`src/fapa_consts.svh`:
```
// fapa_consts.svh: addresses, field positions, reset values and codes of the flash access block.
// assumes an 8-bit special-register bus and a 16-bit flash address space.
`ifndef FAPA_CONSTS_SVH
`define FAPA_CONSTS_SVH

// special-register addresses on the processor bus
`define FAPA_ADDR_DATA_PORT    8'hE2
`define FAPA_ADDR_ADDR_HIGH    8'hE3
`define FAPA_ADDR_ADDR_LOW     8'hE4
`define FAPA_ADDR_MODE_SELECT  8'hE5
`define FAPA_ADDR_KEY_PORT     8'hE6
`define FAPA_ADDR_CTRL_STATUS  8'hF7
`define FAPA_ADDR_TIMEBASE     8'hBF

// protected page index of the update-region low bound
`define FAPA_PP_LOW_BOUND      8'h03

// control/status bit positions
`define FAPA_BIT_ENABLE        7
`define FAPA_BIT_BOOT_SEL      6
`define FAPA_BIT_SOFT_RESET    5
`define FAPA_BIT_FAIL          4

// timebase register bit positions
`define FAPA_BIT_XTAL_READY    7

// key sequence bytes
`define FAPA_KEY_FIRST         8'h46
`define FAPA_KEY_SECOND        8'hB9

// reset values
`define FAPA_RST_DATA_PORT     8'hFF
`define FAPA_RST_ADDR          8'h00
`define FAPA_RST_MODE          4'h0
`define FAPA_RST_CTRL          4'h0
`define FAPA_RST_TIMEBASE      6'h0B
`define FAPA_RST_LOW_BOUND     8'h36

// first address of the boot region; update region ends one below it
`define FAPA_BOOT_START        16'h3A00

`endif

```
`src/fapa_pkg.sv`:
```
// fapa_pkg: types shared by the flash access block.
// assumes fapa_consts.svh is available for the numeric constants.
package fapa_pkg;

   typedef enum logic [3:0] {
      FAPA_MODE_STANDBY = 4'b0000,
      FAPA_MODE_READ    = 4'b0001,
      FAPA_MODE_PROGRAM = 4'b0010,
      FAPA_MODE_ERASE   = 4'b0011,
      FAPA_MODE_PP_WR   = 4'b0100,
      FAPA_MODE_PP_RD   = 4'b0101
   } fapa_mode_t;

   typedef enum logic [1:0] {
      FAPA_FL_READ    = 2'b01,
      FAPA_FL_PROGRAM = 2'b10,
      FAPA_FL_ERASE   = 2'b11
   } fapa_fl_cmd_t;

   typedef enum logic [1:0] {
      FAPA_ST_IDLE  = 2'b00,
      FAPA_ST_FLASH = 2'b01,
      FAPA_ST_PAGE  = 2'b10
   } fapa_state_t;

   typedef enum logic {
      FAPA_KEY_IDLE = 1'b0,
      FAPA_KEY_ARMED = 1'b1
   } fapa_key_state_t;

endpackage : fapa_pkg

```
`src/fapa_key_seq.sv`:
```
// fapa_key_seq: watches writes to the command key port for the two-byte start sequence.
// assumes writes arrive as single-cycle strobes on the system clock, reset already synchronised.
`include "fapa_consts.svh"

module fapa_key_seq
   import fapa_pkg::*;
(
   input  wire logic       i_clk,
   input  wire logic       i_rst_n,
   input  wire logic       i_key_wr,
   input  wire logic [7:0] i_key_data,
   output logic            o_trigger
);

   fapa_key_state_t state;
   fapa_key_state_t next_state;

   // trigger is combinational so the stall can begin on the edge of the second write
   always_comb begin
      next_state = state;
      o_trigger  = 1'b0;
      if (i_key_wr) begin
         if (state == FAPA_KEY_ARMED && i_key_data == `FAPA_KEY_SECOND) begin
            o_trigger  = 1'b1;  // see RQ18
            next_state = FAPA_KEY_IDLE;
         end else if (i_key_data == `FAPA_KEY_FIRST) begin
            next_state = FAPA_KEY_ARMED;
         end else begin
            next_state = FAPA_KEY_IDLE;  // see RQ21
         end
      end
   end

   always_ff @(posedge i_clk or negedge i_rst_n) begin
      if (!i_rst_n) begin
         state <= FAPA_KEY_IDLE;
      end else begin
         state <= next_state;
      end
   end

endmodule : fapa_key_seq

```
`src/fapa_top.sv`:
```
// fapa_top: flash read/program/erase sequencer and protected page access behind special registers.
// assumes a single-cycle register bus from the core and a flash macro that pulses done.
`include "fapa_consts.svh"

// Operation
// RQ1 - enable bit low refuses all operations
// RQ2 - boot select bit chooses reset boot memory
// RQ3 - soft reset bit pulses reset, self-clears
// RQ4 - fail flag reports last command outcome
// RQ5 - software writes zeros to reserved bits
// RQ6 - software loads timebase as MHz minus one
// RQ7 - timebase field resets to twelve MHz value
// RQ8 - software writes only even low bounds
// RQ9 - update region spans bound*256 to boot-1
// RQ10 - software keeps low bound below boot
// RQ11 - protected access uses high address zero
// RQ12 - mode 04h writes data into protected page
// RQ13 - mode 05h reads protected page into data
// RQ14 - software sets up, then writes key pair
// RQ15 - software loads data before protected write
// RQ16 - core stalled from key until done
// RQ17 - modes 01/02/03 read, program, erase
// RQ18 - start only on key pair while enabled
// RQ19 - out-of-region update from application ignored
// RQ20 - page erase ignores low address byte
// RQ21 - wrong second key byte discards sequence
// RQ22 - failed update sets flag, success clears
module fapa_top
   import fapa_pkg::*;
(
   input  wire logic        i_clk,
   input  wire logic        i_arst_n,
   input  wire logic [7:0]  i_sfr_addr,
   input  wire logic        i_sfr_wr,
   input  wire logic        i_sfr_rd,
   input  wire logic [7:0]  i_sfr_wdata,
   output logic      [7:0]  o_sfr_rdata,
   input  wire logic        i_exec_in_ap,
   input  wire logic        i_crystal_ready,
   output logic             o_cpu_stall,
   output logic             o_soft_reset,
   output logic             o_boot_from_isp,
   output logic      [5:0]  o_timebase_mhz,
   output logic             o_fl_req,
   output logic      [1:0]  o_fl_cmd,
   output logic      [15:0] o_fl_addr,
   output logic      [7:0]  o_fl_wdata,
   input  wire logic        i_fl_done,
   input  wire logic [7:0]  i_fl_rdata
);

   logic        rst_meta;
   logic        rst_n;
   logic        xtal_meta;
   logic        xtal_sync;
   logic        trigger;

   fapa_state_t state;
   fapa_state_t next_state;
   logic [7:0]  data_port;
   logic [7:0]  next_data_port;
   logic [7:0]  addr_high;
   logic [7:0]  next_addr_high;
   logic [7:0]  addr_low;
   logic [7:0]  next_addr_low;
   logic [3:0]  mode_sel;
   logic [3:0]  next_mode_sel;
   logic        access_en;
   logic        next_access_en;
   logic        boot_sel;
   logic        next_boot_sel;
   logic        fail_flag;
   logic        next_fail_flag;
   logic        soft_reset;
   logic        next_soft_reset;
   logic [5:0]  timebase;
   logic [5:0]  next_timebase;
   logic [7:0]  low_bound;
   logic [7:0]  next_low_bound;
   logic [7:0]  rdata;
   logic [7:0]  next_rdata;
   logic        stall;
   logic        next_stall;
   logic        fl_req;
   logic        next_fl_req;
   logic [1:0]  fl_cmd;
   logic [1:0]  next_fl_cmd;
   logic [15:0] fl_addr;
   logic [15:0] next_fl_addr;
   logic [7:0]  fl_wdata;
   logic [7:0]  next_fl_wdata;

   logic [15:0] target;
   logic [15:0] region_low;
   logic        in_region;
   logic        wr_hit_ctrl;

   // reset release and crystal-ready level both cross in through two flops
   always_ff @(posedge i_clk or negedge i_arst_n) begin
      if (!i_arst_n) begin
         rst_meta <= 1'b0;
         rst_n    <= 1'b0;
      end else begin
         rst_meta <= 1'b1;
         rst_n    <= rst_meta;
      end
   end

   always_ff @(posedge i_clk or negedge rst_n) begin
      if (!rst_n) begin
         xtal_meta <= 1'b0;
         xtal_sync <= 1'b0;
      end else begin
         xtal_meta <= i_crystal_ready;
         xtal_sync <= xtal_meta;
      end
   end

   fapa_key_seq fapa_key_seq_i (
      .i_clk      (i_clk),
      .i_rst_n    (rst_n),
      .i_key_wr   (i_sfr_wr && i_sfr_addr == `FAPA_ADDR_KEY_PORT),
      .i_key_data (i_sfr_wdata),
      .o_trigger  (trigger)
   );

   // erase selects the page by the high byte only
   assign target      = (mode_sel == FAPA_MODE_ERASE) ? {addr_high, 8'h00}
                                                      : {addr_high, addr_low};  // see RQ20
   assign region_low  = {low_bound, 8'h00};  // see RQ9
   // code running from the boot region may update any location
   assign in_region   = !i_exec_in_ap ||
                        (target >= region_low && target < `FAPA_BOOT_START);  // see RQ9
   assign wr_hit_ctrl = i_sfr_wr && i_sfr_addr == `FAPA_ADDR_CTRL_STATUS;

   always_comb begin
      next_state      = state;
      next_data_port  = data_port;
      next_addr_high  = addr_high;
      next_addr_low   = addr_low;
      next_mode_sel   = mode_sel;
      next_access_en  = access_en;
      next_boot_sel   = boot_sel;
      next_fail_flag  = fail_flag;
      next_soft_reset = 1'b0;
      next_timebase   = timebase;
      next_low_bound  = low_bound;
      next_rdata      = rdata;
      next_stall      = stall;
      next_fl_req     = 1'b0;
      next_fl_cmd     = fl_cmd;
      next_fl_addr    = fl_addr;
      next_fl_wdata   = fl_wdata;

      // software writes; reserved bits are simply not stored
      if (i_sfr_wr) begin
         if (i_sfr_addr == `FAPA_ADDR_DATA_PORT) begin
            next_data_port = i_sfr_wdata;
         end else if (i_sfr_addr == `FAPA_ADDR_ADDR_HIGH) begin
            next_addr_high = i_sfr_wdata;
         end else if (i_sfr_addr == `FAPA_ADDR_ADDR_LOW) begin
            next_addr_low = i_sfr_wdata;
         end else if (i_sfr_addr == `FAPA_ADDR_MODE_SELECT) begin
            next_mode_sel = i_sfr_wdata[3:0];
         end else if (i_sfr_addr == `FAPA_ADDR_TIMEBASE) begin
            next_timebase = i_sfr_wdata[5:0];
         end else if (wr_hit_ctrl) begin
            next_access_en  = i_sfr_wdata[`FAPA_BIT_ENABLE];
            next_boot_sel   = i_sfr_wdata[`FAPA_BIT_BOOT_SEL];  // see RQ2
            next_fail_flag  = i_sfr_wdata[`FAPA_BIT_FAIL];
            next_soft_reset = i_sfr_wdata[`FAPA_BIT_SOFT_RESET];  // see RQ3
         end
      end

      // command outcome is applied after the bus write so hardware wins the flag
      case (state)
         FAPA_ST_IDLE: begin
            if (trigger) begin
               if (!access_en) begin
                  next_fail_flag = 1'b1;  // see RQ1
               end else if (mode_sel == FAPA_MODE_READ) begin
                  next_fl_cmd  = FAPA_FL_READ;  // see RQ17
                  next_fl_addr = target;
                  next_fl_req  = 1'b1;
                  next_stall   = 1'b1;  // see RQ16
                  next_state   = FAPA_ST_FLASH;
               end else if (mode_sel == FAPA_MODE_PROGRAM || mode_sel == FAPA_MODE_ERASE) begin
                  if (in_region) begin
                     next_fl_cmd   = (mode_sel == FAPA_MODE_ERASE) ? FAPA_FL_ERASE
                                                                   : FAPA_FL_PROGRAM;  // see RQ17
                     next_fl_addr  = target;
                     next_fl_wdata = data_port;
                     next_fl_req   = 1'b1;
                     next_stall    = 1'b1;  // see RQ16
                     next_state    = FAPA_ST_FLASH;
                  end else begin
                     next_fail_flag = 1'b1;  // see RQ19 see RQ22
                  end
               end else if (mode_sel == FAPA_MODE_PP_WR || mode_sel == FAPA_MODE_PP_RD) begin
                  next_stall = 1'b1;  // see RQ16
                  next_state = FAPA_ST_PAGE;
               end else begin
                  next_fail_flag = 1'b1;
               end
            end
         end
         FAPA_ST_FLASH: begin
            if (i_fl_done) begin
               if (fl_cmd == FAPA_FL_READ) begin
                  next_data_port = i_fl_rdata;
               end
               next_fail_flag = 1'b0;  // see RQ4 see RQ22
               next_stall     = 1'b0;
               next_state     = FAPA_ST_IDLE;
            end
         end
         FAPA_ST_PAGE: begin
            // only the low bound lives here; other indices read zero, writes drop
            if (mode_sel == FAPA_MODE_PP_WR) begin
               if (addr_low == `FAPA_PP_LOW_BOUND) begin
                  next_low_bound = data_port;  // see RQ12
               end
            end else begin
               next_data_port = (addr_low == `FAPA_PP_LOW_BOUND) ? low_bound : 8'h00;  // see RQ13
            end
            next_fail_flag = 1'b0;  // see RQ4
            next_stall     = 1'b0;
            next_state     = FAPA_ST_IDLE;
         end
         default: begin
            next_state = FAPA_ST_IDLE;
         end
      endcase

      if (i_sfr_rd) begin
         if (i_sfr_addr == `FAPA_ADDR_DATA_PORT) begin
            next_rdata = data_port;
         end else if (i_sfr_addr == `FAPA_ADDR_ADDR_HIGH) begin
            next_rdata = addr_high;
         end else if (i_sfr_addr == `FAPA_ADDR_ADDR_LOW) begin
            next_rdata = addr_low;
         end else if (i_sfr_addr == `FAPA_ADDR_MODE_SELECT) begin
            next_rdata = {4'h0, mode_sel};
         end else if (i_sfr_addr == `FAPA_ADDR_TIMEBASE) begin
            next_rdata = {xtal_sync, 1'b0, timebase};
         end else if (i_sfr_addr == `FAPA_ADDR_CTRL_STATUS) begin
            // soft reset bit always reads back zero
            next_rdata = {access_en, boot_sel, 1'b0, fail_flag, 4'h0};  // see RQ3
         end else begin
            next_rdata = 8'h00;
         end
      end
   end

   always_ff @(posedge i_clk or negedge rst_n) begin
      if (!rst_n) begin
         state      <= FAPA_ST_IDLE;
         data_port  <= `FAPA_RST_DATA_PORT;
         addr_high  <= `FAPA_RST_ADDR;
         addr_low   <= `FAPA_RST_ADDR;
         mode_sel   <= `FAPA_RST_MODE;
         access_en  <= 1'b0;
         boot_sel   <= 1'b0;
         fail_flag  <= 1'b0;
         soft_reset <= 1'b0;
         timebase   <= `FAPA_RST_TIMEBASE;  // see RQ7
         low_bound  <= `FAPA_RST_LOW_BOUND;
         rdata      <= 8'h00;
         stall      <= 1'b0;
         fl_req     <= 1'b0;
         fl_cmd     <= FAPA_FL_READ;
         fl_addr    <= 16'h0000;
         fl_wdata   <= 8'h00;
      end else begin
         state      <= next_state;
         data_port  <= next_data_port;
         addr_high  <= next_addr_high;
         addr_low   <= next_addr_low;
         mode_sel   <= next_mode_sel;
         access_en  <= next_access_en;
         boot_sel   <= next_boot_sel;
         fail_flag  <= next_fail_flag;
         soft_reset <= next_soft_reset;
         timebase   <= next_timebase;
         low_bound  <= next_low_bound;
         rdata      <= next_rdata;
         stall      <= next_stall;
         fl_req     <= next_fl_req;
         fl_cmd     <= next_fl_cmd;
         fl_addr    <= next_fl_addr;
         fl_wdata   <= next_fl_wdata;
      end
   end

   assign o_sfr_rdata     = rdata;
   assign o_cpu_stall     = stall;
   assign o_soft_reset    = soft_reset;
   assign o_boot_from_isp = boot_sel;
   assign o_timebase_mhz  = timebase;
   assign o_fl_req        = fl_req;
   assign o_fl_cmd        = fl_cmd;
   assign o_fl_addr       = fl_addr;
   assign o_fl_wdata      = fl_wdata;

endmodule : fapa_top

```
`config.mk`:
```
export PLATFORM = sky130hd
export DESIGN_NAME = fapa_top
export DESIGN_NICKNAME = d
export VERILOG_FILES = /design/src/fapa_pkg.sv /design/src/fapa_key_seq.sv /design/src/fapa_top.sv
export VERILOG_INCLUDE_DIRS = /design/src
export SDC_FILE = /design/constraint.sdc
export NUM_CORES = 1
export LEC_CHECK = 0
export ABC_AREA = 1
export BUFFER_PORTS_ARGS = -buffer_cell sky130_fd_sc_hd__buf_2
export CAP_MARGIN = 20
export CORE_MARGIN = 5
export CORE_UTILIZATION = 61
export DETAILED_ROUTE_END_ITERATION = 10
export GPL_TIMING_DRIVEN = 1
export PLACE_DENSITY = 0.85
export SETUP_SLACK_MARGIN = 0.15
export SYNTH_ARGS = -nofsm -noshare
export SYNTH_HDL_FRONTEND = slang
export SYNTH_HIERARCHICAL = 1
export SYNTH_SLANG_ARGS = --single-unit
```
`constraint.sdc`:
```
create_clock -name i_clk -period 5.31 [get_ports i_clk]
set_input_delay 0.531 -clock i_clk [delete_from_list [all_inputs] [get_ports i_clk]]
set_output_delay 0.531 -clock i_clk [all_outputs]
set_load 0.005 [all_outputs]
```
==> impl_summary.md <==
Outcome
The flow ran to the end, and the final reports show no timing, DRC or antenna violations.

Critical path
The required time of the critical path is 5.56 ns. The worst setup path is of the register to register kind. The worst flop-to-flop path startpoint is low_bound[1]. STA puts the critical path data arrival time at ~3.2 ns. The length in cells of the worst reg-to-reg path is 14. The highest net fanout along the worst path is 30. The timing startpoint of the critical path is low_bound[1]. The category of the worst setup path capture point is a register. The worst setup path is launched from a register.

Clock tree
The number of hold buffers added after CTS was 1. The CTS tree is built. Counting along the longest clock path gives a buffer depth of 2.

The number of buffers inserted by post-CTS setup repair is 0. The clock-pin slew on the worst setup and hold paths is 0.09 ns. The deepest level of the CTS H-tree is 3. Gates resized during post-CTS repair numbered 0.

In this run the clock root is driven by a clkbuf_8. The clock drives 89 sinks. At the later pin of the worst-skew pair, clock insertion delay measures around 0.36 ns. The number of clock buffers inserted by TritonCTS is 9.

Timing
Setup repair after global routing left no endpoint under its margin. The final worst clock skew is 0.0128 ns. Measured against its own limit, the worst slew margin works out to 33.1%. The slew at the pin closest to its max-slew limit is 1.00 ns. After routing, the total negative slack on setup checks comes to 0 ns. The final hold violation count was 0. Setup violations remaining at the end of the flow were counted as 0. For this run, the top clock speed supported by timing is ~340 MHz. The number of pins with negative max-slew slack in the final report is 0.

The share of the clock period used by the worst path is 55.2%. Across all hold checks on the routed design, the worst slack comes to 0.168 ns. After layout, the minimum clock period comes to 2.93 ns.

Final layout
The number of fillers in the final layout is a little over 600. The multi-input combinational cell area is between 1500 and 2000 µm². The share of the core filled with cells in the final layout is 71.8%. The ratio of cells with drive above 1 in the final layout is 20.2%.

The number of antenna diodes in the final layout is 0. The count of cells in the finished layout, fillers not included, comes to between 700 and 800. Summing all flip-flop and latch instances after layout gives 2250 µm². Compared with the post-synthesis result, the final layout area differs by 14.6%.

In the final design database the tool counted ~700 nets.

Yosys
Of the synthesized area, sequential elements account for 49.7%. Of the total synthesized cell area, the portion taken by AND, OR, NAND and NOR gates is 24.8%. The post-synthesis instance area is around 4500 µm². Yosys mapped the design onto 34 distinct sky130hd cell types. For this run, the leading register cell type out of synthesis is dfrtp_1.

The synthesized area divided by synthesized cell count is 8.01 µm². The synthesized design contains 89 register bits. The synthesized netlist devotes 14.3% of its cell area to compound gates. The total nets after synthesis is slightly above 600.

Yosys mapped a number of flops with a built-in enable equal to 0. The XOR/XNOR share of the synthesized area is 0%. Of all flip-flops after synthesis, the portion carrying an async set or reset was 100%. The fraction of the mapped netlist area in adder cells is about 3.3%.

After technology mapping, the gate count stands at 564. During synthesis, Yosys emitted a total of 6 warnings. The share of synthesized area spent on multiplexers is 0%. After synthesis, the largest family of logic cells by area is simple AND/OR/NAND/NOR gates.

Floorplan
From bottom edge to top edge, the die measures 96.1 µm. 75 I/O pins were placed. The horizontal die dimension is 96.1 µm.

The starting density of the core is a little over three fifths. The standard cell core area is 7210 µm². After floorplanning, the core was divided into 31 placement rows. The floorplan step defined a die boundary enclosing 9230 µm².

Detailed routing
The starting DRC count in detailed routing is 364. The average detailed-routed wire length per instance is ~16 µm. The overall routed net length is 12200 µm. The routed layout has 4190 vias. The pre-antenna-repair detailed-routing pass consisted of 5 iterations.

The remaining number of nets flagged by the antenna check after routing is 0. For this run, design rule violations remaining after detail routing come to 0. In the routed layout, each cell is associated on average with a via count of 5.65.

Placed design
Port buffering added 74 buffers. Detailed placement finished with a half-perimeter wire length of 9070 µm. The cell count after placement is ~720.

The congestion estimate from routability-driven global placement came to 0.959.

Worst hold path
The class of the worst hold path is register to async pin.

Global route
The initial antenna violation count came to 0. The number of global-route vias before repair came to 3886. Entering global routing, the biggest net connects 88 pins.

The total track usage is 28.4%. The total overflow left after global routing is 0. The wire length of the first global-routing pass is 19500 µm.

Power and ir drop
The design draws 1.42 mW. In this run the static leakage power is 2.63 nW. Power spread over the standard cell area amounts to between 200 and 300 nW/µm². IR analysis of the VDD net gives a maximum drop of 0.227 mV.

Job
The tool flagged a number of max-cap violations equal to 0.
flip-flops by register name, summed over array words and instances, names as in the netlist, 2 cells and up:
| register | count |
|---|---|
| o_fl_addr | 16 |
| addr_high | 8 |
| addr_low | 8 |
| data_port | 8 |
| low_bound | 8 |
| o_fl_wdata | 8 |
| o_sfr_rdata | 8 |
| o_timebase_mhz | 6 |
| mode_sel | 4 |
| o_fl_cmd | 2 |
| state | 2 |
cell usage after synthesis, types with 2 or more instances:
master / n / share of area [%]
o21ai_2: 10 / 1.9
nor3_1: 9 / 1.0
clkbuf_1: 6 / 0.50
buf_6: 4 / 1.0
inv_1: 65 / 5.4
buf_2: 3 / 0.33
o21ai_0: 58 / 6.4
o221ai_1: 3 / 0.58
nand2_1: 185 / 15
a32o_1: 2 / 0.44
nand3_1: 21 / 2.3
inv_2: 2 / 0.17
o21ai_1: 12 / 1.3
nor3_2: 2 / 0.44
nand2_2: 5 / 0.69
nand4_1: 7 / 0.97
ha_1: 12 / 3.3
o211ai_1: 9 / 1.5
a211oi_1: 2 / 0.33
dfrtp_1: 73 / 40
nor2_1: 35 / 2.9
a21oi_1: 11 / 1.2
dfstp_2: 16 / 9.3
nor2_2: 2 / 0.28
cell families (layout without fill, tap and decap cells):
family | Yosys count | after routing
buffers and inverters | 82 | 161
DFF | 89 | 89
other | 1 | 1
adders and majority gates | 12 | 12
and+or+nand+nor | 270 | 270
AOI/OAI and AO/OA | 110 | 110
metrics by stage:
step	instance area (µm²)	setup WS, ns
after floorplan	4520	2.68
after global placement	4930	2.42
after detailed placement	4930	2.18
after CTS	5150	2.40
after global routing	5180	2.11
final	5180	2.38
layout make-up:
type,count,share of cell area [%]
inverters,69,5.10
multi-input cells,393,37.2
repair buffers,76,7.88
clock buffers,12,3.00
flip-flops and latches,89,43.5
well taps,99,2.39
clock inverters,4,0.991
worst max-delay path, stage by stage (launching register included):
cell,delay [ns]
dfstp_2,0.54
inv_1,0.07
ha_1,0.29
inv_1,0.06
nor2_1,0.04
o21ai_0,0.14
nand2_1,0.09
a21oi_1,0.16
nand2_1,0.08
nand2_2,0.12
nand3_1,0.12
nand2_1,0.75
clkinv_4,0.18
nand2_1,0.11
nand2_1,0.05
layer usage:
metal	vias up	GRT usage (%)	share of wire (%)
met1	1917	39.5	41
met2	251	43.4	45
met3	39	6.25	11
met5	-	0	0
met4	0	10.8	3.0
li1	1983	-	-
worst paths after layout:
kind | slack (ns) | end
hold reg to reg | 0.17 | o_timebase_mhz[2]
max in group asynchronous | 4.50 | o_timebase_mhz[0]
setup / recovery | 2.38 | o_fl_addr[13]
min in group i_clk | 0.28 | xtal_meta
hold / removal | 0.17 | o_timebase_mhz[2]
setup reg to reg | 2.38 | o_fl_addr[13]
report_power, final:
part / switching [mW] / internal (mW)
logic: 0.141 / 0.0686
registers: 0.0258 / 0.703
clock network: 0.235 / 0.243
cell usage in the layout, fill, tap and decap left out, types with 2 or more instances in the layout:
master and n:
nand2_1 185, buf_2 74, dfrtp_1 72, inv_1 65, o21ai_0 58, nor2_1 35, nand3_1 21, dfstp_2 16
o21ai_1 12, ha_1 12, a21oi_1 11, clkbuf_8 11, o21ai_2 10, o211ai_1 9, nor3_1 9, nand4_1 7
nand2_2 5, o221ai_1 3, a32o_1 2, nor3_2 2, nor2_2 2, inv_2 2, clkinv_4 2, a211oi_1 2
Power figures use the tool's default switching activity.
